===== src/flash_host_pkg.sv =====
// Constants and types for the parallel NOR flash host controller
//
// Function
// - Write only with chip select, strobe low
// - Identification mode left only by reset
// - Host resets after timeout error bit; this host only sets the timeout flag and leaves the reset to software
// - Two unlocks plus identification command enter
// - Program uses four write cycles
// - Hardware reset kills program; host repeats; this host does not reissue the program
// - Protect all sectors before unprotect writes
package flash_host_pkg;

	localparam int unsigned CLK_HZ = 20_000_000;
	localparam int unsigned STROBE_NS = 100;
	localparam int unsigned STROBE_CYC = (STROBE_NS * (CLK_HZ / 1_000_000) + 999) / 1000;
	localparam int unsigned HWRST_NS = 500;
	localparam int unsigned HWRST_CYC = (HWRST_NS * (CLK_HZ / 1_000_000) + 999) / 1000;

	// Register byte offsets on the APB slave
	localparam logic [7:0] CTRL_OFF = 8'h00;
	localparam logic [7:0] ADDR_OFF = 8'h04;
	localparam logic [7:0] WDATA_OFF = 8'h08;
	localparam logic [7:0] STAT_OFF = 8'h0c;
	localparam logic [7:0] RDATA_OFF = 8'h10;
	localparam logic [7:0] PINS_OFF = 8'h14;

	// Control register fields
	localparam int unsigned CMD_LSB = 0;
	localparam int unsigned CMD_W = 3;
	localparam int unsigned BYTE_MODE_BIT = 4;
	localparam int unsigned GO_BIT = 8;

	// Status register fields
	localparam int unsigned BUSY_BIT = 0;
	localparam int unsigned TOUT_BIT = 1;
	localparam int unsigned RB_BIT = 2;

	localparam logic [31:0] CTRL_RESET = 32'h0000_0000;

	// Unlock addresses and data, command codes
	localparam logic [10:0] UNLOCK1_ADDR = 11'h555;
	localparam logic [10:0] UNLOCK2_ADDR = 11'h2aa;
	localparam logic [7:0] UNLOCK1_DATA = 8'haa;
	localparam logic [7:0] UNLOCK2_DATA = 8'h55;
	localparam logic [7:0] CMD_RESET_CODE = 8'hf0;
	localparam logic [7:0] CMD_ID_CODE = 8'h90;
	localparam logic [7:0] CMD_PROG_CODE = 8'ha0;

	// Status bit positions on the data bus
	localparam int unsigned POLL_POS = 7;
	localparam int unsigned TOGGLE_POS = 6;
	localparam int unsigned TOUT_POS = 5;

	typedef enum logic [2:0] {
		OP_READ,
		OP_RESET,
		OP_IDENT,
		OP_PROGRAM,
		OP_RAW_WRITE,
		OP_HW_RESET
	} op_t;

	typedef struct packed {
		logic [19:0] addr;
		logic [15:0] data;
		logic        write;
	} cycle_t;

endpackage


===== src/flash_cyc_if.sv =====
// Handshake between the sequencer and the bus cycle engine
`timescale 1ns/1ps
interface flash_cyc_if;
	import flash_host_pkg::*;
	logic   req;
	cycle_t cyc;
	logic   done;
	logic [15:0] rdata;
	modport seq (output req, output cyc, input done, input rdata);
	modport eng (input req, input cyc, output done, output rdata);
endinterface


===== src/flash_host.sv =====
// APB-controlled host that runs command sequences on a parallel NOR flash
`timescale 1ns/1ps
module flash_host
	import flash_host_pkg::*;
(
	// Clock and reset
	input  wire logic        clk_i,
	input  wire logic        reset_i,
	// APB slave
	input  wire logic        psel_i,
	input  wire logic        penable_i,
	input  wire logic        pwrite_i,
	input  wire logic [7:0]  paddr_i,
	input  wire logic [31:0] pwdata_i,
	output logic [31:0]      prdata_o,
	output logic             pready_o,
	output logic             pslverr_o,
	// Flash pins
	output logic             ce_n_o,
	output logic             oe_n_o,
	output logic             we_n_o,
	output logic             byte_n_o,
	output logic             hw_reset_n_o,
	output logic             high_voltage_level_o,
	output logic [19:0]      addr_o,
	output logic [15:0]      dq_o,
	output logic             dq_oe_n_o,
	input  wire logic [15:0] dq_i,
	input  wire logic        ready_busy_n_i
);
	import flash_host_pkg::*;

	typedef enum {H_IDLE, H_ISSUE, H_WAIT, H_POLL, H_HWRST, H_DONE} hst_t;

	flash_cyc_if cif ();

	logic [31:0] ctrl_q;
	logic [19:0] addr_q;
	logic [15:0] wdata_q;
	logic [15:0] rdata_q;
	logic        tout_q;
	logic        hv_q;
	logic        busy_q;
	logic        req_q;
	cycle_t      cyc_q;
	logic [2:0]  step_q;
	logic [7:0]  cnt_q;
	logic        hwrst_n_q;
	logic        byte_n_q;
	logic [15:0] prev_q;
	logic        poll_first_q;
	logic        tout_pend_q;
	hst_t        st_q;

	wire         apb_acc = psel_i && penable_i;
	wire         apb_wr = apb_acc && pwrite_i;
	wire         go_wr = apb_wr && (paddr_i == CTRL_OFF) && pwdata_i[GO_BIT] && !busy_q;
	wire         go_hw = op_t'(pwdata_i[CMD_LSB +: CMD_W]) == OP_HW_RESET;
	wire         hit = (paddr_i == CTRL_OFF) || (paddr_i == ADDR_OFF) || (paddr_i == WDATA_OFF) ||
	                   (paddr_i == STAT_OFF) || (paddr_i == RDATA_OFF) || (paddr_i == PINS_OFF);
	wire op_t    op = op_t'(ctrl_q[CMD_LSB +: CMD_W]);
	wire         byte_mode = ctrl_q[BYTE_MODE_BIT];
	// In byte mode the unlock addresses shift up by one bit
	wire [19:0]  ul1 = byte_mode ? {8'h00, UNLOCK1_ADDR, 1'b0} : {9'h000, UNLOCK1_ADDR};
	wire [19:0]  ul2 = byte_mode ? {8'h00, UNLOCK2_ADDR, 1'b0} : {9'h000, UNLOCK2_ADDR};
	wire         unlock_step = (step_q < 3'd2);
	wire [2:0]   last_step = (op == OP_PROGRAM) ? 3'd3 : (op == OP_IDENT) ? 3'd2 : 3'd0;
	// Toggle bit steady across two reads means the algorithm finished
	wire         toggling = prev_q[TOGGLE_POS] != cif.rdata[TOGGLE_POS];
	wire         tout_seen = cif.rdata[TOUT_POS] && toggling;

	assign cif.req = req_q;
	assign cif.cyc = cyc_q;

	flash_bus_cycle u_cyc (
		.clk_i     (clk_i),
		.reset_i   (reset_i),
		.c         (cif),
		.ce_n_o    (ce_n_o),
		.oe_n_o    (oe_n_o),
		.we_n_o    (we_n_o),
		.addr_o    (addr_o),
		.dq_o      (dq_o),
		.dq_oe_n_o (dq_oe_n_o),
		.dq_i      (dq_i)
	);

	// Register file
	always_ff @(posedge clk_i)
	begin
		if (reset_i)
		begin
			ctrl_q <= CTRL_RESET;
			addr_q <= 20'h00000;
			wdata_q <= 16'h0000;
			hv_q <= 1'b0;
			prdata_o <= 32'h0000_0000;
			pready_o <= 1'b0;
			pslverr_o <= 1'b0;
		end
		else
		begin
			pready_o <= psel_i && !pready_o;
			pslverr_o <= psel_i && !pready_o && !hit;
			if (apb_wr && pready_o)
			begin
				if (paddr_i == CTRL_OFF && !busy_q)
					ctrl_q <= {23'h0, 1'b0, 3'h0, pwdata_i[BYTE_MODE_BIT], 1'b0, pwdata_i[CMD_LSB +: CMD_W]};
				if (paddr_i == ADDR_OFF)
					addr_q <= pwdata_i[19:0];
				if (paddr_i == WDATA_OFF)
					wdata_q <= pwdata_i[15:0];
				// Temporary unprotect while the high level is driven
				// No permanent unprotect write is ever issued, so no protect-all pass is owed
				if (paddr_i == PINS_OFF)
					hv_q <= pwdata_i[0];
			end
			case (paddr_i)
				CTRL_OFF:  prdata_o <= ctrl_q;
				ADDR_OFF:  prdata_o <= {12'h000, addr_q};
				WDATA_OFF: prdata_o <= {16'h0000, wdata_q};
				STAT_OFF:  prdata_o <= {29'h0, ready_busy_n_i, tout_q, busy_q};
				RDATA_OFF: prdata_o <= {16'h0000, rdata_q};
				PINS_OFF:  prdata_o <= {31'h0, hv_q};
				default:   prdata_o <= 32'h0000_0000;
			endcase
		end
	end

	// Sequencer
	always_ff @(posedge clk_i)
	begin
		if (reset_i)
		begin
			st_q <= H_IDLE;
			busy_q <= 1'b0;
			tout_q <= 1'b0;
			req_q <= 1'b0;
			cyc_q <= '0;
			step_q <= 3'd0;
			cnt_q <= 8'h00;
			rdata_q <= 16'h0000;
			prev_q <= 16'h0000;
			poll_first_q <= 1'b0;
			tout_pend_q <= 1'b0;
			hwrst_n_q <= 1'b1;
			byte_n_q <= 1'b1;
			high_voltage_level_o <= 1'b0;
		end
		else
		begin
			high_voltage_level_o <= hv_q;
			case (st_q)
				H_IDLE:
					if (go_wr && pready_o)
					begin
						busy_q <= 1'b1;
						step_q <= 3'd0;
						// Width select follows the requested mode
						byte_n_q <= !pwdata_i[BYTE_MODE_BIT];
						st_q <= go_hw ? H_HWRST : H_ISSUE;
						// Reset register drops at the go edge, the pin one clock later, so the pin's low time is the full count
						hwrst_n_q <= !go_hw;
						cnt_q <= 8'(HWRST_CYC);
					end
				H_ISSUE:
				begin
					req_q <= 1'b1;
					cyc_q.write <= (op != OP_READ);
					case (op)
						OP_READ:      cyc_q <= '{addr: addr_q, data: 16'h0000, write: 1'b0};
						// Single write, any address, returns to array read
						OP_RESET:     cyc_q <= '{addr: addr_q, data: {8'h00, CMD_RESET_CODE}, write: 1'b1};
						OP_RAW_WRITE: cyc_q <= '{addr: addr_q, data: wdata_q, write: 1'b1};
						default:
							// Two unlocks, then command, then target for program
							if (unlock_step)
								cyc_q <= '{addr: (step_q == 3'd0) ? ul1 : ul2,
								           data: {8'h00, (step_q == 3'd0) ? UNLOCK1_DATA : UNLOCK2_DATA}, write: 1'b1};
							else if (step_q == 3'd2)
								cyc_q <= '{addr: ul1, data: {8'h00, (op == OP_IDENT) ? CMD_ID_CODE : CMD_PROG_CODE},
								           write: 1'b1};
							else
								cyc_q <= '{addr: addr_q, data: wdata_q, write: 1'b1};
					endcase
					st_q <= H_WAIT;
				end
				H_WAIT:
					if (cif.done)
					begin
						req_q <= 1'b0;
						rdata_q <= cif.rdata;
						if (step_q < last_step)
						begin
							step_q <= step_q + 3'd1;
							st_q <= H_ISSUE;
						end
						else if (op == OP_PROGRAM)
						begin
							// Poll status; no commands issued while it runs
							prev_q <= cif.rdata;
							// The write cycle's sample is no status word, so the first poll only primes
							poll_first_q <= 1'b1;
							tout_pend_q <= 1'b0;
							cyc_q <= '{addr: addr_q, data: 16'h0000, write: 1'b0};
							req_q <= 1'b1;
							st_q <= H_POLL;
						end
						else
							st_q <= H_DONE;
					end
				H_POLL:
					if (cif.done)
					begin
						prev_q <= cif.rdata;
						rdata_q <= cif.rdata;
						poll_first_q <= 1'b0;
						tout_pend_q <= tout_seen && !poll_first_q;
						// Bit 5 counts only if the toggle still runs on the read after it
						if (!poll_first_q && (!toggling || (tout_seen && tout_pend_q)))
						begin
							req_q <= 1'b0;
							// Timeout flag left for software, which then issues reset
							tout_q <= toggling;
							st_q <= H_DONE;
						end
					end
				H_HWRST:
				begin
					// Hardware reset pulse aborts running program
					if (cnt_q > 8'h01)
						cnt_q <= cnt_q - 8'h01;
					else
					begin
						hwrst_n_q <= 1'b1;
						st_q <= H_DONE;
					end
				end
				H_DONE:
				begin
					busy_q <= 1'b0;
					st_q <= H_IDLE;
				end
				default:
					st_q <= H_IDLE;
			endcase
			if (go_wr && pready_o)
				tout_q <= 1'b0;
		end
	end

	always_ff @(posedge clk_i)
	begin
		if (reset_i)
		begin
			hw_reset_n_o <= 1'b1;
			byte_n_o <= 1'b1;
		end
		else
		begin
			hw_reset_n_o <= hwrst_n_q;
			byte_n_o <= byte_n_q;
		end
	end
endmodule


===== src/flash_bus_cycle.sv =====
// One asynchronous read or write cycle on the flash pins
`timescale 1ns/1ps
module flash_bus_cycle
	import flash_host_pkg::*;
(
	// Clock and reset
	input  wire logic   clk_i,
	input  wire logic   reset_i,
	// Sequencer side
	flash_cyc_if.eng    c,
	// Pins
	output logic        ce_n_o,
	output logic        oe_n_o,
	output logic        we_n_o,
	output logic [19:0] addr_o,
	output logic [15:0] dq_o,
	output logic        dq_oe_n_o,
	input  wire logic [15:0] dq_i
);
	typedef enum {S_IDLE, S_SETUP, S_STROBE, S_HOLD} cst_t;
	cst_t        st_q;
	logic [7:0]  cnt_q;
	logic        done_q;
	logic [15:0] rdata_q;

	assign c.done = done_q;
	assign c.rdata = rdata_q;

	always_ff @(posedge clk_i)
	begin
		if (reset_i)
		begin
			st_q <= S_IDLE;
			cnt_q <= 8'h00;
			done_q <= 1'b0;
			rdata_q <= 16'h0000;
			ce_n_o <= 1'b1;
			oe_n_o <= 1'b1;
			we_n_o <= 1'b1;
			addr_o <= 20'h00000;
			dq_o <= 16'h0000;
			dq_oe_n_o <= 1'b1;
		end
		else
		begin
			done_q <= 1'b0;
			case (st_q)
				S_IDLE:
					if (c.req && !done_q)
					begin
						// Address settles before any strobe falls, so the late-falling latch sees it
						addr_o <= c.cyc.addr;
						dq_o <= c.cyc.data;
						dq_oe_n_o <= !c.cyc.write;
						ce_n_o <= 1'b0;
						st_q <= S_SETUP;
					end
				S_SETUP:
				begin
					// Write asserts only with output enable high
					we_n_o <= !c.cyc.write;
					oe_n_o <= c.cyc.write;
					cnt_q <= 8'(STROBE_CYC);
					st_q <= S_STROBE;
				end
				S_STROBE:
					if (cnt_q > 8'h01)
						cnt_q <= cnt_q - 8'h01;
					else
					begin
						rdata_q <= dq_i;
						// Strobe rises first, data still driven for the early-rising latch
						we_n_o <= 1'b1;
						oe_n_o <= 1'b1;
						st_q <= S_HOLD;
					end
				S_HOLD:
				begin
					ce_n_o <= 1'b1;
					dq_oe_n_o <= 1'b1;
					done_q <= 1'b1;
					st_q <= S_IDLE;
				end
				default:
					st_q <= S_IDLE;
			endcase
		end
	end
endmodule


===== config.mk =====
export PLATFORM = sky130hd
export DESIGN_NAME = flash_host
export DESIGN_NICKNAME = d
export VERILOG_FILES = /design/src/flash_host_pkg.sv /design/src/flash_cyc_if.sv /design/src/flash_host.sv /design/src/flash_bus_cycle.sv
export SDC_FILE = /design/constraint.sdc
export NUM_CORES = 1
export LEC_CHECK = 0
export ABC_AREA = 1
export BUFFER_PORTS_ARGS = -buffer_cell sky130_fd_sc_hd__buf_2
export CORE_MARGIN = 3
export CORE_UTILIZATION = 50
export DETAILED_ROUTE_END_ITERATION = 10
export PLACE_DENSITY = 0.69
export SLEW_MARGIN = 20
export SYNTH_ARGS = -nofsm -noshare
export SYNTH_HDL_FRONTEND = slang
export SYNTH_SLANG_ARGS = --single-unit

===== constraint.sdc =====
create_clock -name clk_i -period 2.12 [get_ports clk_i]
set_input_delay 0.212 -clock clk_i [delete_from_list [all_inputs] [get_ports clk_i]]
set_output_delay 0.212 -clock clk_i [all_outputs]
set_load 0.05 [all_outputs]

==> impl_metrics.ini, run 1 <==
[sta]
rsz0062_at_grt = false
setup_viol = 0
fin_setup_tns_ns = 0
fin_crit_ns = 1.92
slew_violations = 0
worst_slew_pin_slew_ns = 0.791
clock_skew_ns = 0.0100
final.setup.worst_slack_ns = 0.202
finalCritPeriodShare_pct = 90.5
hold_viol = 0
relSlewSlack_pct = 47.2
max_freq_ghz = 0.521

[cts]
cts_buffers = 23
cts_buffer_depth = 3
hold_buffers = 33
cts_setup_buffers = 0
cts_tree = yes
cts_sinks = 208
cts-root-buf = clkbuf_16
cts_resized = 0
htree_num_levels = 1
clk_pin_slew_ns = 0.06
insertion_delay_ns = 0.50

[floorplanning]
placementRows = 48
io_pins = 139
initial_utilization_pct = 51.6
fp.dieW_um = 140
core_area_um2 = 17500
die_h_um = 140
design.die.area_um2 = 19700

[worst_setup_path]
reg2reg_depth = 9
crit_fanout = 42
crit_type = flop to flop
r2r_start = ctrl_q[1]$_SDFFE_PP0P_
required_ns = 2.50
r2r_end = cif.cyc[34]$_SDFFE_PP0P_
r2r_slack_ns = 0.20
endpoint_kind = flop
crit_arrival_ns = 2.29
critPathLaunchType = flop
cp-startpoint = ctrl_q[1]$_SDFFE_PP0P_

[placement]
gp_congestion = 0.922
dp_slack_ns = 0.201
hpwl_mm = 16.3
place_area_um2 = 9690
io_buffers = 114

[synth]
synth_edf_count = 0
syn_area_um2 = 9010
ys.flop_type = dfxtp_1
ys_seq_elements = 208
ys_warn_count = 0
synth_common_cells = 287 x nand2_1, 208 x dfxtp_1, 191 x nor2_1
synth_top_area_share_pct = 46.2
yosysTopAreaCell = dfxtp_1
avgSynthCellArea_um2 = 7.16
synth_cells = 1259
postSynth.asyncResetShare_pct = 0
synth_most_common_cell = nand2_1
ys_seq_area_share_pct = 46.2
netlist_top_cells_area = dfxtp_1 46%, nand2_1 12%, nor2_1 8.0%
synth.distinct_cells = 37

[final_layout]
area_growth_pct = 19.4
multi_input_area_um2 = 4110
fillCellCount = 1659
post-route-util_pct = 61.6
seq_area_um2 = 4160
final_nets = 1468
diodes = 0
drive_gt1_share_pct = 13.9
final_cell_area_um2 = 10800

[power_and_ir_drop]
leakage_nw = 4.87
p_per_area_nw_per_um2 = 1110
irDropWorstVdd_uv = 674
finalPower_mw = 11.9

[detailed_routing]
ant_nets = 0
routedWlPerCell_um = 14.4
drt-initial-drc-count = 555
dr_total_vias = 8314
drt_wl_total_mm = 23.5
viasPerCell = 5.10
firstDrtPassIters = 5
drc_errors = 0

[global_routing]
grt_overflow = 0
grt_pass1_wl_mm = 38.3
grt_antenna_before_repair = 0
grt_max_degree = 136
grt_util_all_layers_pct = 23.4
first_global_vias = 7726

[min_path]
hold_end = addr_q[2]$_SDFFE_PP0P_
hp-class = input pin to flop
min-delay-start = pwdata_i[2]
holdPathStages = 3

[run]
drv_cap = 0

[run_status]
outcome = finished clean
logic make-up (layout without fill, tap and decap cells):
group | after synthesis | count (layout) | share of synthesized area, %
xor gates and xnor gates | 8 | 8 | 0.777
AOI/OAI and AO/OA | 265 | 265 | 15.2
adders and majority gates | 15 | 15 | 2.08
other | 1 | 12 | 0.0416
DFF | 208 | 208 | 46.2
buffers and inverters | 180 | 316 | 8.69
and+or+nand+nor | 582 | 582 | 27.1
where the power goes:
group | switching [mW] | internal [mW]
Sequential | 0.279 | 4.36
Clock | 1.53 | 2.32
Combinational | 2.40 | 1.02
cell usage in the layout, fill, tap and decap left out, drive strengths merged:
cell type,instances
nand2,295
dfxtp,208
nor2,198
a21oi,137
buf,132
o21ai,115
inv,108
nand3,65
dlygate4sd3,33
clkbuf,33
ha,15
conb,12
o211ai,10
nor3,10
nand4,8
clkinv,7
xor2,6
and2,3
or2,3
o31ai,2
xnor2,2
clkinvlp,2
o21bai,1
bufinv,1
how the worst max path moves through the flow:
stage | to | slack, ns | depth (start not counted)
2_1_floorplan | cnt_q[0]$_SDFFE_PP0P_ | 0.39 | 7
5_1_grt | cif.cyc[23]$_SDFFE_PP0P_ | 0.03 | 10
3_5_place_dp | cif.cyc[34]$_SDFFE_PP0P_ | 0.20 | 9
6_report | cif.cyc[34]$_SDFFE_PP0P_ | 0.20 | 9
4_1_cts | cif.cyc[34]$_SDFFE_PP0P_ | 0.20 | 9
3_3_place_gp | cif.cyc[34]$_SDFFE_PP0P_ | 0.23 | 9
per-layer routing:
metal	track usage (%)	part of all wire, %	up-vias
met4	8.36	3.8	0
met5	0	0	-
met3	3.69	4.9	50
li1	-	-	4280
met1	30.9	44	3787
met2	39.0	47	197
sequential cells by signal (all words and copies together), names as in the netlist, 2 cells and up:
signal	cells
u_cyc.addr_o	20
u_cyc.dq_o	16
u_cyc.st_q	2
rdata_q	16
cnt_q	8
cif.cyc	37
step_q	3
ctrl_q	4
addr_q	20
prdata_o	20
u_cyc.c.rdata	16
u_cyc.cnt_q	8
st_q	3
wdata_q	16
area by class of cell:
class                      instances  area share, %
sequential                       208           38.7
multi-input combinational        882           38.2
timing repair buffer             165           9.75
clock buffer                      33           6.26
inverter                         111           3.90
tap                              225           2.62
clock inverter                     7          0.605
critical path, stage by stage (launching register included):
cell and delay, ns:
dfxtp_1 0.43, nand2_1 0.09, ha_1 0.29, nand2_2 0.06, nand2_2 0.08, nand2_2 0.06
nand2_4 0.07, nand2_4 0.24, a21oi_1 0.37, nor2_1 0.08
metrics by stage:
step | hold WS, ns | instances
2_1_floorplan | 0.326 | 1270
3_3_place_gp | 0.432 | 1558
3_5_place_dp | 0.439 | 1558
4_1_cts | 0.00516 | 1631
5_1_grt | 0.0244 | 1631
6_report | 0.0270 | 1631
Power figures use the tool's default switching activity.
==> run 2: changes to the inputs <==
--- a/config.mk
+++ b/config.mk
@@ -5,7 +5,6 @@
 export SDC_FILE = /design/constraint.sdc
 export NUM_CORES = 1
 export LEC_CHECK = 0
-export ABC_AREA = 1
 export BUFFER_PORTS_ARGS = -buffer_cell sky130_fd_sc_hd__buf_2
 export CORE_MARGIN = 3
 export CORE_UTILIZATION = 50
==> impl_metrics.ini, run 2 <==
[floorplanning]
io_pins = 139
die_h_um = 137
placementRows = 47
core_area_um2 = 16700
fp.dieW_um = 137
design.die.area_um2 = 18800
initial_utilization_pct = 51.6

[global_routing]
grt_overflow = 0
grt_util_all_layers_pct = 23.4
grt_pass1_wl_mm = 35.9
grt_max_degree = 69
first_global_vias = 7110
grt_antenna_before_repair = 0

[detailed_routing]
viasPerCell = 5.45
dr_total_vias = 7722
ant_nets = 0
routedWlPerCell_um = 15.9
firstDrtPassIters = 5
drt-initial-drc-count = 651
drt_wl_total_mm = 22.5
drc_errors = 0

[sta]
finalCritPeriodShare_pct = 94.7
slew_violations = 0
setup_viol = 0
final.setup.worst_slack_ns = 0.111
worst_slew_pin_slew_ns = 0.758
hold_viol = 0
relSlewSlack_pct = 49.4
whs_ns = 0.00882
rsz0062_at_grt = false
clock_skew_ns = 0.00754
max_freq_ghz = 0.498
fin_crit_ns = 2.01

[final_layout]
drive_gt1_share_pct = 20.1
final_nets = 1258
area_growth_pct = 24.4
final_cells = 1416
final_cell_area_um2 = 10700
layout_common_cells = 207 x dfxtp_1, 203 x nand2_1, 124 x a21oi_1
largest_register_ffs = 37
final_common_cell = dfxtp_1
diodes = 0

[worst_setup_path]
r2r_end = cnt_q[3]$_SDFFE_PP0P_
cp-startpoint = cnt_q[2]$_SDFFE_PP0P_
r2r_start = cnt_q[2]$_SDFFE_PP0P_
required_ns = 2.48
crit_type = flop to flop
r2r_slack_ns = 0.11
reg2reg_depth = 5
endpoint = cnt_q[3]$_SDFFE_PP0P_
crit_fanout = 11
critPathLaunchType = flop
crit_arrival_ns = 2.37
endpoint_kind = flop

[cts]
cts-root-buf = clkbuf_16
htree_num_levels = 1
cts_setup_buffers = 0
cts_buffer_depth = 3
cts_buffers = 22
cts_tree = yes
cts_sinks = 208
insertion_delay_ns = 0.50
clk_pin_slew_ns = 0.06

[placement]
gp_congestion = 0.876
hpwl_mm = 15.6
dp_slack_ns = -0.119
place_area_um2 = 9620
io_buffers = 114
placed_cells = 1341

[run_status]
outcome = finished clean

[synth]
ys.flop_type = dfxtp_1
synth_common_cells = 208 x dfxtp_1, 204 x nand2_1, 124 x a21oi_1
netlist_top_cells_area = dfxtp_1 48%, nand2_1 8.9%, a21oi_1 7.2%
avgSynthCellArea_um2 = 8.43
ys_warn_count = 0
synth.distinct_cells = 65
synth_most_common_cell = dfxtp_1
ys_seq_area_share_pct = 48.3
synth_top_area_share_pct = 48.3
yosysTopAreaCell = dfxtp_1
postSynth.asyncResetShare_pct = 0
syn_area_um2 = 8620
synth_edf_count = 0
synth_cells = 1022
ys_seq_elements = 208

[power_and_ir_drop]
p_per_area_nw_per_um2 = 945
irDropWorstVdd_uv = 686
leakage_nw = 4.26

[run]
drv_cap = 0

[min_path]
hp-class = input pin to flop
-- run 2: final cells by class --
| type | instances | area [um2] |
|---|---|---|
| Clock buffer | 27 | 579 |
| Clock inverter | 12 | 146 |
| Fill cell | 1426 | 5980 |
| Inverter | 22 | 82.6 |
| Multi-Input combinational cell | 724 | 4090 |
| Sequential cell | 208 | 4170 |
| Tap cell | 220 | 275 |
| Timing Repair Buffer | 203 | 1380 |
-- run 2: per-stage QoR --
stage / power (mW) / util, % / setup TNS, ns
after floorplan: 5.63 / - / 0
after global placement: 6.24 / 57.6 / -0.431
after CTS: 10.2 / 64.1 / 0
final: 10.1 / 64.2 / 0
after detailed placement: 6.25 / 57.6 / -0.809
after global routing: 10.6 / 64.2 / 0
-- run 2: timing repair --
item / in CTS / in global routing
endpoints found under the setup margin: 14 / 18
resized for setup: 2 / 5
hold buffers: 36 / 0
hold endpoints to repair: 52 / 0
-- run 2: report_power, final --
part           switching [mW]  internal (mW)  leakage (nW)  total (mW)
logic                    1.36          0.772          2.22        2.13
clock network            1.56           2.31         0.364        3.87
registers              0.0954           4.04          1.68        4.13
-- run 2: kinds of logic (layout without fill, tap and decap cells) --
| family | count (synthesis) | count (layout) | share of synthesized area, % |
|---|---|---|---|
| AO/OA/AOI/OAI | 252 | 252 | 18.4 |
| XOR/XNOR | 11 | 11 | 1.12 |
| adder cells (fa/ha/maj) | 15 | 15 | 2.18 |
| buffers and inverters | 101 | 264 | 5.01 |
| flip-flops | 208 | 208 | 48.3 |
| multiplexers | 28 | 28 | 3.45 |
| other | 1 | 12 | 0.0435 |
| AND/OR/NAND/NOR | 406 | 406 | 21.5 |
-- run 2: critical path, stage by stage (launching register included) --
cell	delay (ns)
dfxtp_1	0.33
or4_1	0.63
o31a_1	0.45
and3b_1	0.23
xnor2_1	0.14
a21oi_1	0.09
-- run 2: worst min-delay path by stage --
| stage | startpoint | slack [ns] | cells after the start | endpoint |
|---|---|---|---|---|
| after floorplan | pwdata_i[4] | 0.34 | 1 | byte_n_q$_SDFFE_PP1P_ |
| after global placement | byte_n_q$_SDFFE_PP1P_ | 0.43 | 1 | byte_n_o$_SDFF_PP1_ |
| after detailed placement | byte_n_q$_SDFFE_PP1P_ | 0.43 | 1 | byte_n_o$_SDFF_PP1_ |
| after CTS | psel_i | 0.0006 | 2 | pready_o$_SDFF_PP0_ |
| after global routing | psel_i | 0.002 | 2 | pready_o$_SDFF_PP0_ |
| final | psel_i | 0.009 | 2 | pready_o$_SDFF_PP0_ |
-- run 2: per-layer routing --
layer  track usage (%)  share of wire [%]  vias to the layer above
li1                  -                  -                     3860
met3              3.32                7.4                       37
met1              34.7                 47                     3555
met5                 0                  0                        -
met2              36.3                 44                      270
met4              5.04                1.7                        0
==> run 3: changes to the inputs <==
==> constraint.sdc (replaced) <==
create_clock -name clk_i -period 1.85 [get_ports clk_i]
set_input_delay 0.185 -clock clk_i [delete_from_list [all_inputs] [get_ports clk_i]]
set_output_delay 0.185 -clock clk_i [all_outputs]
set_load 0.05 [all_outputs]
==> impl_metrics.ini, run 3 (synthesis results as in run 2) <==
[detailed_routing]
dr_total_vias = 8143
routedWlPerCell_um = 16.5
firstDrtPassIters = 7
viasPerCell = 5.55
drt_wl_total_mm = 24.3
drt-initial-drc-count = 800
drc_errors = 0
ant_nets = 0

[final_layout]
final_cells = 1466
area_growth_pct = 33.4
drive_gt1_share_pct = 27.0
final_cell_area_um2 = 11500
final_nets = 1308
diodes = 0
final_common_cell = nand2_1
largest_register_ffs = 37
post-route-util_pct = 68.8
layout_common_cells = 203 x nand2_1, 200 x dfxtp_1, 117 x a21oi_1

[global_routing]
first_global_vias = 7499
grt_overflow = 0
grt_util_all_layers_pct = 24.3
grt_pass1_wl_mm = 37.3
grt_antenna_before_repair = 0
grt_max_degree = 49

[cts]
cts_buffers = 22
htree_num_levels = 1
cts-root-buf = clkbuf_16
clk_pin_slew_ns = 0.06
cts_buffer_depth = 3
cts_sinks = 208
cts_tree = yes
insertion_delay_ns = 0.51

[sta]
slew_violations = 0
max_freq_ghz = 0.522
rsz0062_at_grt = true
finalCritPeriodShare_pct = 104
worst_slew_pin_slew_ns = 0.807
hold_viol = 0
final.setup.worst_slack_ns = -0.0654
setup_viol = 18
fin_crit_ns = 1.92
relSlewSlack_pct = 46.1
clock_skew_ns = 0.0157

[power_and_ir_drop]
leakage_nw = 4.60
irDropWorstVdd_uv = 917
p_per_area_nw_per_um2 = 1110
finalPower_mw = 12.7

[placement]
gp_congestion = 0.901
io_buffers = 114
place_area_um2 = 9980
placed_cells = 1379
hpwl_mm = 16.3

[run_status]
violations = setup timing
outcome = finished, violations left

[floorplanning]
placementRows = 47
initial_utilization_pct = 51.6
fp.dieW_um = 137
io_pins = 139
die_h_um = 137
design.die.area_um2 = 18800
core_area_um2 = 16700

[worst_setup_path]
required_ns = 2.25
crit_arrival_ns = 2.32
crit_type = flop to flop
r2r_start = ctrl_q[2]$_SDFFE_PP0P_
critPathLaunchType = flop
crit_fanout = 8
cp-startpoint = ctrl_q[2]$_SDFFE_PP0P_
endpoint_kind = flop

[run]
drv_cap = 0

[min_path]
hp-class = input pin to flop
min-delay-start = reset_i
-- run 3: changes by cell type in the layout (fill, tap and decap cells not counted), sizes merged, moves of 2 or more --
cell / previous run / this run
clkinv: 9 / 4
clkbuf: 27 / 32
buf: 167 / 212
clkinvlp: 0 / 2
-- run 3: worst paths after layout --
path	endpoint	slack [ns]	depth (start not counted)
min reg2reg	pready_o$_SDFF_PP0_	0.43	1
max reg2reg	cif.cyc[15]$_SDFFE_PP0P_	-0.07	10
min	u_cyc.st_q[1]$_SDFFE_PP0P_	0.02	2
max	cif.cyc[15]$_SDFFE_PP0P_	-0.07	10
-- run 3: repair_timing --
action,4_1_cts,5_1_grt
cloned,1,6
resized for setup,6,59
hold endpoints to repair,54,0
hold buffers,37,0
buffers inserted,0,5
endpoints found under the setup margin,14,50
pin swaps,1,14
-- run 3: layout make-up --
cell class / instances / area [um2]
timing repair buffer: 251 / 1850
clock inverter: 9 / 115
tap: 220 / 275
multi-input combinational: 726 / 4340
fill: 1345 / 5200
inverter: 22 / 82.6
sequential: 208 / 4180
clock buffer: 30 / 651
-- run 3: critical path: stages (launching register included) --
cell and delay, ns:
dfxtp_2 0.32, inv_2 0.07, nand2_4 0.06, ha_4 0.25, nor3_4 0.16, a211oi_2 0.08
o21a_2 0.25, buf_12 0.14, buf_8 0.12, and3_4 0.16, a31o_2 0.21
-- run 3: power breakdown --
group          leakage, nW  internal, mW  switching, mW
combinational         2.54          1.51           1.93
clock                0.374          2.75           1.83
sequential            1.68          4.62          0.101
total                 4.60          8.89           3.86
-- run 3: per-stage QoR --
step	setup TNS, ns	setup WS (ns)	hold WS (ns)
floorplan	-0.0503	-0.0503	0.317
global placement	-0.208	-0.194	0.415
detailed placement	-0.410	-0.132	0.419
CTS	-0.0485	-0.0253	0.0133
global route	-2.21	-0.135	0.0300
finish	-0.682	-0.0654	0.0235
-- run 3: per-layer routing --
layer / vias up / track usage [%] / part of all wire, %
li1: 3965 / - / -
met3: 39 / 3.69 / 7.0
met5: - / 0 / 0
met1: 3809 / 35.2 / 46
met4: 0 / 5.54 / 1.7
met2: 330 / 38.4 / 45
